==> config.mk <==
export PLATFORM = sky130hd
export DESIGN_NAME = spc_port_cfg
export DESIGN_NICKNAME = d
export VERILOG_FILES = /design/src/inc/spc_pkg.sv /design/src/logic/spc_sync.sv /design/src/logic/spc_port_cfg.sv
export SDC_FILE = /design/constraint.sdc
export NUM_CORES = 1
export LEC_CHECK = 0
export BUFFER_PORTS_ARGS = -buffer_cell sky130_fd_sc_hd__buf_2
export CORE_MARGIN = 3
export CORE_UTILIZATION = 25
export CTS_BUF_LIST = sky130_fd_sc_hd__clkbuf_16
export DETAILED_ROUTE_END_ITERATION = 6
export HOLD_SLACK_MARGIN = 0.1
export PLACE_DENSITY = 0.47
export SETUP_SLACK_MARGIN = 0.05
export SLEW_MARGIN = 20
export SYNTH_ARGS = -nofsm -noshare
export SYNTH_HDL_FRONTEND = slang
export SYNTH_SLANG_ARGS = --single-unit
==> constraint.sdc <==
create_clock -name mclk -period 1.9 [get_ports mclk]
set_input_delay 0 -clock mclk [delete_from_list [all_inputs] [get_ports mclk]]
set_output_delay 0 -clock mclk [all_outputs]
set_load 0.02 [all_outputs]
==> src/inc/spc_pkg.sv <==
`default_nettype none
package spc_pkg;

  // ----------------------------------------------------------------
  // register location
  // ----------------------------------------------------------------
  localparam logic [7:0] SPC_CFG_ADDR = 8'hc1;
  localparam logic [3:0] SPC_CFG_PAGE = 4'hf;
  localparam logic [7:0] SPC_CFG_RESET = 8'h00;

  // ----------------------------------------------------------------
  // field positions
  // ----------------------------------------------------------------
  localparam int SPC_BIT_ENABLE = 7;
  localparam int SPC_BIT_INHIBIT = 6;
  localparam int SPC_BIT_BUSY = 5;
  localparam int SPC_BIT_EXTHOLD = 4;
  localparam int SPC_BIT_TOE = 3;
  localparam int SPC_BIT_FTE = 2;
  localparam int SPC_SRC_MSB = 1;
  localparam int SPC_SRC_LSB = 0;

  // ----------------------------------------------------------------
  // bus free timeout: more than this many source periods
  // ----------------------------------------------------------------
  localparam logic [3:0] SPC_FREE_PERIODS = 4'h0a;

  // ----------------------------------------------------------------
  // bit rate sources
  // ----------------------------------------------------------------
  typedef enum logic [1:0] {
    SPC_SRC_TMR0 = 2'b00,
    SPC_SRC_TMR5 = 2'b01,
    SPC_SRC_TMR2HI = 2'b10,
    SPC_SRC_TMR2LO = 2'b11
  } spc_src_t;

endpackage
`default_nettype wire

==> src/logic/spc_sync.sv <==
`timescale 1ns/1ps
`default_nettype none
module spc_sync (
  input wire logic mclk,
  input wire logic resetn,
  input wire logic async,
  output logic synced
);
  logic meta;

  always_ff @(posedge mclk or negedge resetn) begin
    if (!resetn) begin
      meta <= 1'b1;
      synced <= 1'b1;
    end else begin
      meta <= async;
      synced <= meta;
    end
  end
endmodule // spc_sync
`default_nettype wire

==> src/logic/spc_port_cfg.sv <==
// Notes on behaviour
// - enable bit activates port and bus watching
// - slave inhibit suppresses slave event interrupts
// - master interrupts pass regardless of inhibit
// - busy flag set while transfer runs
// - busy clears on stop or free timeout
// - hold extension bit selects extended sda timing
// - scl high holds timeout timer in reload
// - scl low lets timeout timer count
// - split timer: only upper byte reloaded
// - bus free after over ten idle periods
// - two bits pick bit rate overflow source
`timescale 1ns/1ps
`default_nettype none
module spc_port_cfg
  import spc_pkg::*;
(
  input wire logic mclk,
  input wire logic resetn,
  input wire logic [7:0] sfrAddr,
  input wire logic [3:0] sfrPage,
  input wire logic sfrWr,
  input wire logic [7:0] sfrWdata,
  output logic [7:0] sfrRdata,
  input wire logic sdaIn,
  input wire logic sclIn,
  output logic sdaOut,
  output logic sdaOe,
  output logic sclOut,
  output logic sclOe,
  input wire logic tmr0Ovf,
  input wire logic tmr5Ovf,
  input wire logic tmr2HiOvf,
  input wire logic tmr2LoOvf,
  input wire logic tmr4Split,
  input wire logic slaveEvent,
  input wire logic masterEvent,
  output logic irqReq,
  output logic bitRateTick,
  output logic extHoldSel,
  output logic portActive,
  output logic tmr4ReloadLow,
  output logic tmr4ReloadHigh,
  output logic tmr4CountEn,
  output logic busFree
);

  // ----------------------------------------------------------------
  // pin synchronisers
  // ----------------------------------------------------------------
  logic sdaSync;
  logic sclSync;
  logic sdaPrev;
  logic sclPrev;

  spc_sync u_sda (
    .mclk(mclk),
    .resetn(resetn),
    .async(sdaIn),
    .synced(sdaSync)
  );

  spc_sync u_scl (
    .mclk(mclk),
    .resetn(resetn),
    .async(sclIn),
    .synced(sclSync)
  );

  always_ff @(posedge mclk or negedge resetn) begin
    if (!resetn) begin
      sdaPrev <= 1'b1;
      sclPrev <= 1'b1;
    end else begin
      sdaPrev <= sdaSync;
      sclPrev <= sclSync;
    end
  end

  // ----------------------------------------------------------------
  // configuration register
  // ----------------------------------------------------------------
  logic portEnable;
  logic slaveInhibit;
  logic transferBusy;
  logic holdExtension;
  logic sclLowTimeoutEnable;
  logic busFreeTimeoutEnable;
  spc_src_t bitRateSource;
  logic cfgHit;

  assign cfgHit = (sfrAddr == SPC_CFG_ADDR) && (sfrPage == SPC_CFG_PAGE);

  always_ff @(posedge mclk or negedge resetn) begin
    if (!resetn) begin
      portEnable <= SPC_CFG_RESET[SPC_BIT_ENABLE];
      slaveInhibit <= SPC_CFG_RESET[SPC_BIT_INHIBIT];
      holdExtension <= SPC_CFG_RESET[SPC_BIT_EXTHOLD];
      sclLowTimeoutEnable <= SPC_CFG_RESET[SPC_BIT_TOE];
      busFreeTimeoutEnable <= SPC_CFG_RESET[SPC_BIT_FTE];
      bitRateSource <= spc_src_t'(SPC_CFG_RESET[SPC_SRC_MSB:SPC_SRC_LSB]);
    end else if (sfrWr && cfgHit) begin
      portEnable <= sfrWdata[SPC_BIT_ENABLE];
      slaveInhibit <= sfrWdata[SPC_BIT_INHIBIT];
      holdExtension <= sfrWdata[SPC_BIT_EXTHOLD];
      sclLowTimeoutEnable <= sfrWdata[SPC_BIT_TOE];
      busFreeTimeoutEnable <= sfrWdata[SPC_BIT_FTE];
      bitRateSource <= spc_src_t'(sfrWdata[SPC_SRC_MSB:SPC_SRC_LSB]);
    end
  end

  // read data, busy bit is read only
  always_ff @(posedge mclk or negedge resetn) begin
    if (!resetn) begin
      sfrRdata <= SPC_CFG_RESET;
    end else if (cfgHit) begin
      sfrRdata <= {portEnable, slaveInhibit, transferBusy, holdExtension,
                   sclLowTimeoutEnable, busFreeTimeoutEnable, bitRateSource};
    end else begin
      sfrRdata <= 8'h00;
    end
  end

  // ----------------------------------------------------------------
  // bit rate source
  // ----------------------------------------------------------------
  logic next_tick;

  always_comb begin
    unique case (bitRateSource)
      SPC_SRC_TMR0: next_tick = tmr0Ovf;
      SPC_SRC_TMR5: next_tick = tmr5Ovf;
      SPC_SRC_TMR2HI: next_tick = tmr2HiOvf;
      SPC_SRC_TMR2LO: next_tick = tmr2LoOvf;
    endcase
  end

  always_ff @(posedge mclk or negedge resetn) begin
    if (!resetn) begin
      bitRateTick <= 1'b0;
    end else begin
      bitRateTick <= next_tick && portEnable;
    end
  end

  // ----------------------------------------------------------------
  // start, stop and bus free detection
  // ----------------------------------------------------------------
  logic startSeen;
  logic stopSeen;
  logic freeExpire;
  logic [3:0] freeCount;

  assign startSeen = portEnable && sclSync && sclPrev && sdaPrev && !sdaSync;
  assign stopSeen = portEnable && sclSync && sclPrev && !sdaPrev && sdaSync;
  assign freeExpire = busFreeTimeoutEnable && bitRateTick && sdaSync && sclSync && (freeCount == SPC_FREE_PERIODS);

  always_ff @(posedge mclk or negedge resetn) begin
    if (!resetn) begin
      freeCount <= 4'h0;
    end else if (!portEnable || !busFreeTimeoutEnable || !sdaSync || !sclSync) begin
      freeCount <= 4'h0;
    end else if (bitRateTick && freeCount <= SPC_FREE_PERIODS) begin
      freeCount <= freeCount + 4'h1;
    end
  end

  always_ff @(posedge mclk or negedge resetn) begin
    if (!resetn) begin
      transferBusy <= 1'b0;
      busFree <= 1'b0;
    end else if (!portEnable) begin
      transferBusy <= 1'b0;
      busFree <= 1'b0;
    end else if (startSeen) begin
      transferBusy <= 1'b1;
      busFree <= 1'b0;
    end else if (stopSeen || freeExpire) begin
      transferBusy <= 1'b0;
      busFree <= 1'b1;
    end
  end

  // ----------------------------------------------------------------
  // scl low timeout timer control
  // ----------------------------------------------------------------
  always_ff @(posedge mclk or negedge resetn) begin
    if (!resetn) begin
      tmr4ReloadLow <= 1'b0;
      tmr4ReloadHigh <= 1'b0;
      tmr4CountEn <= 1'b1;
    end else if (portEnable && sclLowTimeoutEnable) begin
      tmr4ReloadHigh <= sclSync;
      tmr4ReloadLow <= sclSync && !tmr4Split;
      tmr4CountEn <= !sclSync;
    end else begin
      tmr4ReloadHigh <= 1'b0;
      tmr4ReloadLow <= 1'b0;
      tmr4CountEn <= 1'b1;
    end
  end

  // ----------------------------------------------------------------
  // interrupt gating and pin drive
  // ----------------------------------------------------------------
  always_ff @(posedge mclk or negedge resetn) begin
    if (!resetn) begin
      irqReq <= 1'b0;
    end else begin
      irqReq <= portEnable && ((slaveEvent && !slaveInhibit)
                || masterEvent);
    end
  end

  always_ff @(posedge mclk or negedge resetn) begin
    if (!resetn) begin
      extHoldSel <= 1'b0;
      portActive <= 1'b0;
      sdaOut <= 1'b0;
      sdaOe <= 1'b0;
      sclOut <= 1'b0;
      sclOe <= 1'b0;
    end else begin
      extHoldSel <= holdExtension;
      portActive <= portEnable;
      sdaOut <= 1'b0;
      sdaOe <= 1'b0;
      sclOut <= 1'b0;
      sclOe <= 1'b0;
    end
  end

endmodule // spc_port_cfg
`default_nettype wire

==> qor.tcl, run 1 <==
set qor(drt_pre_antenna_iters) 4
set qor(end_kind) {flip-flop}
set qor(dp_slack_ps) 270.2
set qor(setup_viol) 0
set qor(ir_worst_vdd_mv) 0.3123
set qor(setup_ws_ps) 343.8
set qor(clock_buffer_depth) 2
set qor(timing.slew.headroom_pct) 50.65
set qor(critical_path.startpoint_type) {flip-flop}
set qor(via_count_of_the_first_global_routing_pass) 1044
set qor(arrival_ps) 1710
set qor(highest_layer) {met4}
set qor(grt_pass1_wl_mm) 4.636
set qor(post_synth_inst_count) 96
set qor(tritoncts_buffer_count) 5
set qor(design.final.nets) 202
set qor(report.power.total_w) 0.001565
set qor(avgSynthCellArea_sq_um) 14.19
set qor(maxCapViolCount) 0
set qor(drc) 0
set qor(gp_routability_congestion) 0.7009
set qor(placeableCoreArea_sq_um) 5205
set qor(die_area_sq_um) 6372
set qor(syn_area_sq_um) 1363
set qor(via_per_inst) 4.130
set qor(layout_top_registers) {sfrRdata (8), freeCount (4), bitRateSource (2)}
set qor(timing_max_transition_violations_final) 0
set qor(worst_hold_startpoint) {sfrPage[2]}
set qor(rows) 26
set qor(met2_length_mm) 1.358
set qor(cts.htree.levels) 2
set qor(grt_start_max_net_pins) 35
set qor(final_cells) 239
set qor(power.density_cell_area_nw_per_um2) 783.8
set qor(total_leakage_power_nw) 1.019
set qor(finClkSkew_ps) 3.092
set qor(crit-reg2reg-launch) {freeCount[0]$_DFFE_PN0P_}
set qor(yosys_register_bits) 34
set qor(run_status) {complete, no violations}
set qor(postRouteWirelength_mm) 2.735
set qor(unrepaired_setup_endpoints_after_global_routing) {no}
set qor(worst_setup_hold_path_clk_slew_ps) 50
set qor(final_hold_viols) 0
set qor(synthDistinctLibCells) 31
set qor(detailroute.via_count) 987
set qor(crit_path_max_fanout) 4
set qor(die_h_um) 79.83
set qor(path_depth_of_the_worst_reg2reg_path) 6
set qor(antenna_viol_nets_final) 0
set qor(overflow) 0
set qor(min_delay_path_depth) 3
set qor(port_buffers) 46
set qor(worst_hold_endpoint) {sfrRdata[6]$_DFF_PN0_}
set qor(antenna_violations_before_repair) 0
set qor(max_flop_register) {sfrRdata}
set qor(critical_path_required_ps) 2050
set qor(detail_route.wl_per_cell_um) 11.44
set qor(floorplan.io_pins) 52
set qor(post-route-period-util_pct) 81.90
set qor(post_route_cells_drive_above_1_share_pct) 47.93
set qor(top_achievable_clock_speed_ghz) 0.6426
set qor(period_needed_ps) 1556
set qor(die_w_um) 79.83
set qor(clk_root_buffer_cell) {clkbuf_16}
set qor(synth-seq-area-share_pct) 63.09
set qor(synthToLayoutAreaGrowth_pct) 46.56
set qor(ff2ff_setup_slack_ps) 340
set qor(first_iter_violations) 20
set qor(most-common-layout-cells) {buf_2 (46), dfrtp_1 (27), dlygate4sd3_1 (17)}
set qor(n_antenna_cell) 0
set qor(met3_length_um) 203
set qor(layout.cells.most_common) {buf_2}
set qor(place_inst) 211
set qor(setup.worst_path.class) {reg2reg}
set qor(largest_register_ff_count) 8
set qor(met1_length_mm) 1.155
set qor(hold_path_class) {in2reg}
set qor(floorplan.initialDensity_pct) 26.18
set qor(tritoncts_clock_tree) {done}
set qor(grt_use_total_pct) 9.520
set qor(clock_sink_count) 34
set qor(tns_ps) 0
set qor(ys_warn_count) 0
set qor(regToRegEndpoint) {transferBusy$_DFFE_PN0P_}
set qor(clk-insertion-delay-late_ps) 270
set qor(place.detailed.hpwl_mm) 1.996
set qor(worstMarginPinSlew_ps) 740.2
## Yosys cell counts
| cell | number | area [sq um] |
|---|---|---|
| nor4bb_1 | 1 | 10.01 |
| a21oi_1 | 2 | 10.01 |
| or4b_4 | 1 | 13.76 |
| a211oi_1 | 1 | 7.510 |
| nand4bb_2 | 1 | 16.27 |
| nand2_4 | 1 | 11.26 |
| o21ai_0 | 2 | 10.01 |
| dfrtp_1 | 27 | 675.7 |
| inv_1 | 6 | 22.52 |
| nor3b_1 | 2 | 15.01 |
| nor3_4 | 1 | 16.27 |
| ha_1 | 2 | 25.02 |
| buf_4 | 4 | 30.03 |
| nand3_1 | 1 | 5.000 |
| a41oi_1 | 1 | 8.760 |
| mux2_4 | 7 | 105.1 |
| conb_1 | 1 | 3.750 |
| mux4_2 | 1 | 22.52 |
| dfstp_2 | 7 | 183.9 |
| nor4_1 | 2 | 12.51 |
| o31ai_1 | 1 | 7.510 |
| mux2_2 | 1 | 11.26 |
| a31o_2 | 1 | 8.760 |
| and2_2 | 6 | 45.04 |
| nand2_1 | 2 | 7.510 |
| and2_1 | 1 | 6.260 |
| nand4_1 | 3 | 18.77 |
| a211o_1 | 2 | 17.52 |
| and3_1 | 1 | 6.260 |
| nor2_1 | 6 | 22.52 |
| nor2b_1 | 1 | 6.260 |
## where the power goes
group	internal [W]	switching, W	total, W	leakage [nW]
combinational	0.0000515	0.0000370	0.0000885	0.496
clock	0.000472	0.000261	0.000733	0.0724
sequential	0.000738	0.00000513	0.000743	0.451
## cell type report
type / count / area (sq um)
clock inverter: 3 / 12.51
sequential: 34 / 859.6
tap: 70 / 87.58
inverter: 6 / 22.52
fill: 521 / 3208
timing repair buffer: 66 / 427.9
clock buffer: 5 / 125.1
multi-input combinational: 55 / 461.7
## kinds of logic after synthesis
logic type	Yosys count	synth area share, %
compound gates	10	5.143
fa+ha+maj	2	1.836
mux	9	10.19
other cells	1	0.2752
flops	34	63.09
buf+inv	10	3.857
simple gates	30	15.61
## per-stage QoR
step	utilization [%]	hold slack, ps	instance area [sq um]
final	38.37	104.9	1997
after global routing	38.37	130.7	1997
after CTS	38.03	101.9	1979
after detailed placement	31.92	106.5	1662
after global placement	31.92	95.54	1662
after floorplan	-	-295.6	1374
## how the worst max path moves through the flow
stage	from	end	slack [ps]	cells past startpoint
floorplan	freeCount[0]$_DFFE_PN0P_	freeCount[0]$_DFFE_PN0P_	520	6
global placement	sfrAddr[1]	slaveInhibit$_DFFE_PN0P_	290	5
detailed placement	sfrAddr[1]	bitRateSource[1]$_DFFE_PN0P_	270	5
CTS	sfrAddr[2]	bitRateSource[1]$_DFFE_PN0P_	80	6
global route	freeCount[0]$_DFFE_PN0P_	busFree$_DFFE_PN0P_	210	6
finish	freeCount[0]$_DFFE_PN0P_	transferBusy$_DFFE_PN0P_	340	6
## critical path, cell delays in order (launching register included)
cell,delay [ps]
dfrtp_1,400
inv_1,80
ha_1,160
nand4_1,90
nor4bb_1,330
nor2_1,120
a31o_2,250
## what timing repair did
action | 4_1_cts | 5_1_grt
resized for setup | 0 | 1
hold buffers | 18 | 0
setup buffers | 0 | 2
endpoints found under the setup margin | 0 | 9
hold endpoints to repair | 40 | 0
## metal layers
metal | up-vias | track usage [%]
met4 | 0 | 3.547
met5 | - | 0
met2 | 35 | 14.77
li1 | 473 | -
met3 | 2 | 3.950
met1 | 477 | 11.81
No activity file was read; power rests on OpenSTA's default activity.
==> run 2, diff against run 1 <==
--- a/config.mk
+++ b/config.mk
@@ -11,7 +11,7 @@
 export CTS_BUF_LIST = sky130_fd_sc_hd__clkbuf_16
 export DETAILED_ROUTE_END_ITERATION = 6
 export HOLD_SLACK_MARGIN = 0.1
-export PLACE_DENSITY = 0.47
+export PLACE_DENSITY = 0.49
 export SETUP_SLACK_MARGIN = 0.05
 export SLEW_MARGIN = 20
 export SYNTH_ARGS = -nofsm -noshare
==> constraint.sdc (replaced) <==
create_clock -name mclk -period 1.35 [get_ports mclk]
set_input_delay 0 -clock mclk [delete_from_list [all_inputs] [get_ports mclk]]
set_output_delay 0 -clock mclk [all_outputs]
set_load 0.02 [all_outputs]
==> qor.tcl, run 2 (synthesized netlist as in run 1, its figures left out) <==
set qor(run_status) {complete, but fails checks}
set qor(violations) {negative setup slack}
set qor(via_count_of_the_first_global_routing_pass) 1100 ;# +5.4%
set qor(arrival_ps) 1550 ;# -160 ps
set qor(postRouteWirelength_mm) 3.025 ;# +11%
set qor(clk_root_buffer_cell) {clkbuf_16}
set qor(hold_path_class) {in2reg}
set qor(place.detailed.hpwl_mm) 2.111 ;# +5.7%
set qor(floorplan.initialDensity_pct) 26.18 ;# unchanged
set qor(first_iter_violations) 39 ;# +95%
set qor(clock_buffer_depth) 2 ;# unchanged
set qor(worst_setup_hold_path_clk_slew_ps) 50 ;# about the same
set qor(unrepaired_setup_endpoints_after_global_routing) {yes}
set qor(via_per_inst) 4.104 ;# -0.62%
set qor(grt_pass1_wl_mm) 5.002 ;# +7.9%
set qor(n_antenna_cell) 0 ;# unchanged
set qor(critical_path.slowest_cell) {dfrtp_1}
set qor(detail_route.wl_per_cell_um) 12.10 ;# +5.7%
set qor(cts.htree.levels) 2 ;# unchanged
set qor(maxCapViolCount) 0 ;# unchanged
set qor(floorplan.io_pins) 52 ;# unchanged
set qor(clock_sink_count) 34 ;# unchanged
set qor(top_achievable_clock_speed_ghz) 0.7183 ;# +12%
set qor(grt_use_total_pct) 10.32 ;# +0.80 points
set qor(post_route_cells_drive_above_1_share_pct) 56.11 ;# +8.2 points
set qor(setup_viol) 3 ;# +3
set qor(ir_worst_vdd_mv) 0.6344 ;# +100%
set qor(final_hold_viols) 0 ;# unchanged
set qor(setup.worst_path.class) {reg2reg}
set qor(cpPeakStageDelay_ps) 390 ;# about the same
set qor(layout_top_registers) {sfrRdata (8), freeCount (4), bitRateSource (2)}
set qor(tritoncts_buffer_count) 5 ;# unchanged
set qor(timing_max_transition_violations_final) 0 ;# unchanged
set qor(ff_latch_area_sq_um) 859.6 ;# unchanged
set qor(tritoncts_clock_tree) {done}
set qor(placeableCoreArea_sq_um) 5205 ;# unchanged
set qor(most-common-layout-cells) {buf_2 (46), dfrtp_1 (27), dlygate4sd3_1 (15), buf_4 (15), mux2_4 (8)}
set qor(die_area_sq_um) 6372 ;# unchanged
set qor(setup_ws_ps) -42.20 ;# -386.0 ps
set qor(synthToLayoutAreaGrowth_pct) 54.09
set qor(total_leakage_power_nw) 1.070 ;# +5.0%
set qor(detailroute.via_count) 1026 ;# +4.0%
set qor(post-route-period-util_pct) 103.1 ;# +21 points
set qor(layout.cells.most_common) {buf_2}
set qor(max_flop_register) {sfrRdata}
set qor(largest_register_ff_count) 8 ;# unchanged
set qor(postPlaceCellArea_sq_um) 1732 ;# +4.2%
set qor(critical_path.startpoint_type) {flip-flop}
set qor(end_kind) {flip-flop}
set qor(port_buffers) 46 ;# unchanged
set qor(critical_path_required_ps) 1510 ;# -540 ps
set qor(finClkSkew_ps) 4.839 ;# +1.747 ps
set qor(die_h_um) 79.83 ;# unchanged
set qor(family_with_the_most_delay_on_the_worst_path) {buffers and inverters}
set qor(antenna_violations_before_repair) 0 ;# unchanged
set qor(grt_start_max_net_pins) 35 ;# unchanged
set qor(power.density_cell_area_nw_per_um2) 1055 ;# +35%
set qor(tns_ps) -80.71 ;# -80.71 ps
set qor(stdcell_area_sq_um) 2100 ;# +5.1%
set qor(crit_path_max_fanout) 2 ;# -2
set qor(final.hold.worst_slack_ps) 104.4 ;# -0.5250 ps
set qor(period_needed_ps) 1392 ;# -164.0 ps
set qor(die_w_um) 79.83 ;# unchanged
set qor(clk-insertion-delay-late_ps) 270 ;# about the same
set qor(drc) 0 ;# unchanged
set qor(layout.core_utilization_pct) 40.34 ;# +2.0 points
set qor(cp_cell_sequence) {inv_2, buf_4, buf_4, buf_4, buf_4, buf_4, buf_4, nor2_2, mux2_4}
set qor(antenna_viol_nets_final) 0 ;# unchanged
set qor(num-fill-cells) 524 ;# +0.58%
set qor(drt_pre_antenna_iters) 4 ;# unchanged
set qor(multiInputGateArea_sq_um) 486.7 ;# +5.4%
set qor(critPathMostFrequentCell) {buf_4}
set qor(dp_slack_ps) -81.19 ;# -351.4 ps
set qor(worst-path-buf-inv) 7 ;# +6
set qor(design.final.nets) 213 ;# +5.4%
set qor(rows) 26 ;# unchanged
set qor(gp_routability_congestion) 0.7035 ;# +0.37%
set qor(overflow) 0 ;# unchanged
==> run 2: final timing paths <==
path,start,to,slack [ps],cells past startpoint
worst min register to register,u_scl.meta$_DFF_PN1_,u_scl.synced$_DFF_PN1_,360,0
worst max register to register,freeCount[0]$_DFFE_PN0P_,freeCount[0]$_DFFE_PN0P_,-40,9
worst max-delay path,freeCount[0]$_DFFE_PN0P_,freeCount[0]$_DFFE_PN0P_,-40,9
worst min-delay path,sfrAddr[2],sfrRdata[6]$_DFF_PN0_,100,4
min in group asynchronous,resetn,tmr4ReloadHigh$_DFF_PN0_,290,3
max in group asynchronous,resetn,u_sda.meta$_DFF_PN1_,720,3
==> run 2: power breakdown <==
group	total (W)	leakage [nW]	internal [W]	switching, W
registers	0.00104	0.451	0.00104	0.00000603
clock network	0.00105	0.0748	0.000667	0.000378
logic	0.000125	0.544	0.0000713	0.0000540
total	0.00222	1.07	0.00178	0.000438
==> run 2: area by class of cell <==
cell class / count / area share [%]
clock buffers: 5 / 5.959
clock inverters: 3 / 0.6555
inverters: 6 / 1.073
multi-input cells: 55 / 23.18
flip-flops and latches: 34 / 40.94
well taps: 70 / 4.172
repair buffers: 77 / 24.02
==> run 2: what timing repair did <==
action | in CTS | in global routing
pin swaps | 5 | 0
hold buffers | 15 | 0
gates resized for setup | 5 | 2
endpoints found under the setup margin | 3 | 5
setup buffers | 6 | 1
endpoints found under the hold margin | 47 | 0
==> run 2: per-layer routing <==
metal	share of wire [%]	track usage [%]
met5	0	0
met4	2.2	3.209
met3	6.0	5.079
met2	51	16.86
met1	40	11.85
==> run 2: worst min-delay path: cells and delay by family <==
family / cells / cell delay [ps]
buffers and inverters: 2 / 170
AND/OR/NAND/NOR: 2 / 160
==> run 2: through the flow <==
stage,instances,total power (W)
after floorplan,99,0.001093
after global placement,220,0.001153
after detailed placement,220,0.001156
after CTS,249,0.002250
after global routing,250,0.002315
final,250,0.002215
==> run 3, diff against run 2 <==
--- a/config.mk
+++ b/config.mk
@@ -12,7 +12,6 @@
 export DETAILED_ROUTE_END_ITERATION = 6
 export HOLD_SLACK_MARGIN = 0.1
 export PLACE_DENSITY = 0.49
-export SETUP_SLACK_MARGIN = 0.05
 export SLEW_MARGIN = 20
 export SYNTH_ARGS = -nofsm -noshare
 export SYNTH_HDL_FRONTEND = slang
==> qor.tcl, run 3 (synthesized netlist as in run 1, its figures left out) <==
set qor(run_status) {complete, but fails checks}
set qor(violations) {negative setup slack}
set qor(port_buffers) 46 ;# unchanged
set qor(rows) 26 ;# unchanged
set qor(floorplan.initialDensity_pct) 26.18 ;# unchanged
set qor(place_inst) 220 ;# unchanged
set qor(place.detailed.hpwl_mm) 2.114 ;# +0.18%
set qor(clock_sink_count) 34 ;# unchanged
set qor(final_cells) 250 ;# unchanged
set qor(clk_root_buffer_cell) {clkbuf_16}
set qor(arrival_ps) 1520 ;# -30 ps
set qor(layout.cells.most_common) {buf_2}
set qor(die_h_um) 79.83 ;# unchanged
set qor(critical_path_required_ps) 1510 ;# about the same
set qor(detail_route.wl_per_cell_um) 11.97 ;# -1.1%
set qor(detailroute.via_count) 1024 ;# -0.19%
set qor(dp_slack_ps) -81.32 ;# -0.1251 ps
set qor(n_antenna_cell) 0 ;# unchanged
set qor(placeableCoreArea_sq_um) 5205 ;# unchanged
set qor(via_count_of_the_first_global_routing_pass) 1119 ;# +1.7%
set qor(worst-path-buf-inv) 1 ;# -6
set qor(layout_top_registers) {sfrRdata (8), freeCount (4), bitRateSource (2)}
set qor(clk-insertion-delay-late_ps) 270 ;# about the same
set qor(end_kind) {flip-flop}
set qor(family_with_the_most_delay_on_the_worst_path) {simple AND/OR/NAND/NOR gates}
set qor(via_per_inst) 4.096 ;# -0.19%
set qor(drc) 0 ;# unchanged
set qor(setup_ws_ps) -17.90 ;# +24.31 ps
set qor(antenna_violations_before_repair) 0 ;# unchanged
set qor(hold_path_class) {in2reg}
set qor(tritoncts_buffer_count) 5 ;# unchanged
set qor(first_iter_violations) 40 ;# +2.6%
set qor(min_delay_path_depth) 4 ;# unchanged
set qor(final_hold_viols) 0 ;# unchanged
set qor(antenna_viol_nets_final) 0 ;# unchanged
set qor(max_flop_register) {sfrRdata}
set qor(grt_pass1_wl_mm) 4.974 ;# -0.56%
set qor(path_depth_of_the_worst_reg2reg_path) 6 ;# -3
set qor(depth_of_the_critical_timing_path_with_buffers_and_inverters_included) 6 ;# -3
set qor(layout.core_utilization_pct) 40.91 ;# +0.58 points
set qor(floorplan.io_pins) 52 ;# unchanged
set qor(crit_path_max_fanout) 2 ;# unchanged
set qor(synthToLayoutAreaGrowth_pct) 56.29
set qor(power.density_cell_area_nw_per_um2) 1038 ;# -1.6%
set qor(period_needed_ps) 1368 ;# -24.31 ps
set qor(post-route-period-util_pct) 101.3 ;# -1.8 points
set qor(die_area_sq_um) 6372 ;# unchanged
set qor(finClkSkew_ps) 4.751 ;# -0.08845 ps
set qor(total_leakage_power_nw) 1.083 ;# +1.2%
set qor(design.final.nets) 213 ;# unchanged
set qor(top_achievable_clock_speed_ghz) 0.7311 ;# +1.8%
set qor(drt_pre_antenna_iters) 4 ;# unchanged
set qor(maxCapViolCount) 0 ;# unchanged
set qor(critical_path.slowest_cell) {dfrtp_1}
set qor(most-common-layout-cells) {buf_2 (46), dfrtp_1 (27), dlygate4sd3_1 (15)}
set qor(post_route_cells_drive_above_1_share_pct) 57.78 ;# +1.7 points
set qor(largest_register_ff_count) 8 ;# unchanged
set qor(grt_start_max_net_pins) 35 ;# unchanged
set qor(die_w_um) 79.83 ;# unchanged
set qor(overflow) 0 ;# unchanged
set qor(worst_setup_hold_path_clk_slew_ps) 50 ;# about the same
set qor(timing_max_transition_violations_final) 0 ;# unchanged
set qor(unrepaired_setup_endpoints_after_global_routing) {yes}
set qor(setup.worst_path.class) {reg2reg}
set qor(cp_cell_sequence) {inv_2, ha_4, nand4_1, nor4bb_1, nor2_1, a31o_2}
set qor(grt_use_total_pct) 10.30 ;# -0.021 points
set qor(gp_routability_congestion) 0.6887 ;# -2.1%
set qor(cts.htree.levels) 2 ;# unchanged
set qor(cpPeakStageDelay_ps) 380 ;# about the same
set qor(postRouteWirelength_mm) 2.993 ;# -1.1%
set qor(critical_path.startpoint_type) {flip-flop}
set qor(clock_buffer_depth) 2 ;# unchanged
set qor(ir_worst_vdd_mv) 0.6205 ;# -2.2%
set qor(tritoncts_clock_tree) {done}
set qor(setup_viol) 2 ;# -1
run 3: what timing repair did:
item,4_1_cts,5_1_grt
pin swaps,5,5
endpoints found under the hold margin,47,0
cloned,0,0
setup buffers,6,1
setup endpoints to repair,3,5
hold buffers,15,0
gates resized for setup,5,10
run 3: routing by layer:
metal / global-route usage (%) / routed length, um / vias up
met5: 0 / 0 / -
met4: 2.872 / 18 / 0
met3: 4.853 / 178 / 2
met2: 17.36 / 1593 / 28
met1: 11.64 / 1202 / 498
li1: - / - / 496
run 3: worst reg2reg max path, cell delays in order (launching register included):
cell      delay (ps)
dfrtp_1          380
inv_2             90
ha_4             140
nand4_1           60
nor4bb_1         290
nor2_1           100
a31o_2           200
run 3: final timing paths:
check	startpoint	endpoint	slack, ps
hold reg to reg	u_scl.meta$_DFF_PN1_	u_scl.synced$_DFF_PN1_	360
hold / removal	sfrAddr[2]	sfrRdata[6]$_DFF_PN0_	110
setup / recovery	freeCount[0]$_DFFE_PN0P_	transferBusy$_DFFE_PN0P_	-20
setup reg to reg	freeCount[0]$_DFFE_PN0P_	transferBusy$_DFFE_PN0P_	-20
min in group asynchronous	resetn	tmr4ReloadHigh$_DFF_PN0_	280
max in group asynchronous	resetn	u_sda.meta$_DFF_PN1_	740
run 3: area by class of cell:
type | instances | area, sq um
Multi-Input combinational cell | 55 | 498.0
Tap cell | 70 | 87.58
Clock inverter | 3 | 13.76
Inverter | 6 | 22.52
Sequential cell | 34 | 859.6
Timing Repair Buffer | 77 | 523.0
Fill cell | 515 | 3075
Clock buffer | 5 | 125.1
run 3: metrics by stage:
step	hold WS, ps	cell area, sq um	setup TNS, ps	power, W
detailed placement	53.00	1732	-671.4	0.001156
global placement	42.07	1732	-562.2	0.001153
CTS	99.02	2086	-80.21	0.002249
global route	115.4	2130	-267.9	0.002324
floorplan	-295.6	1376	-10.37	0.001093
finish	106.0	2130	-27.44	0.002211
run 3: power breakdown:
group          internal [W]  leakage, nW  switching [W]
Combinational     0.0000712        0.557      0.0000531
Sequential          0.00104        0.451     0.00000616
Clock              0.000667       0.0748       0.000374
Total               0.00178         1.08       0.000433
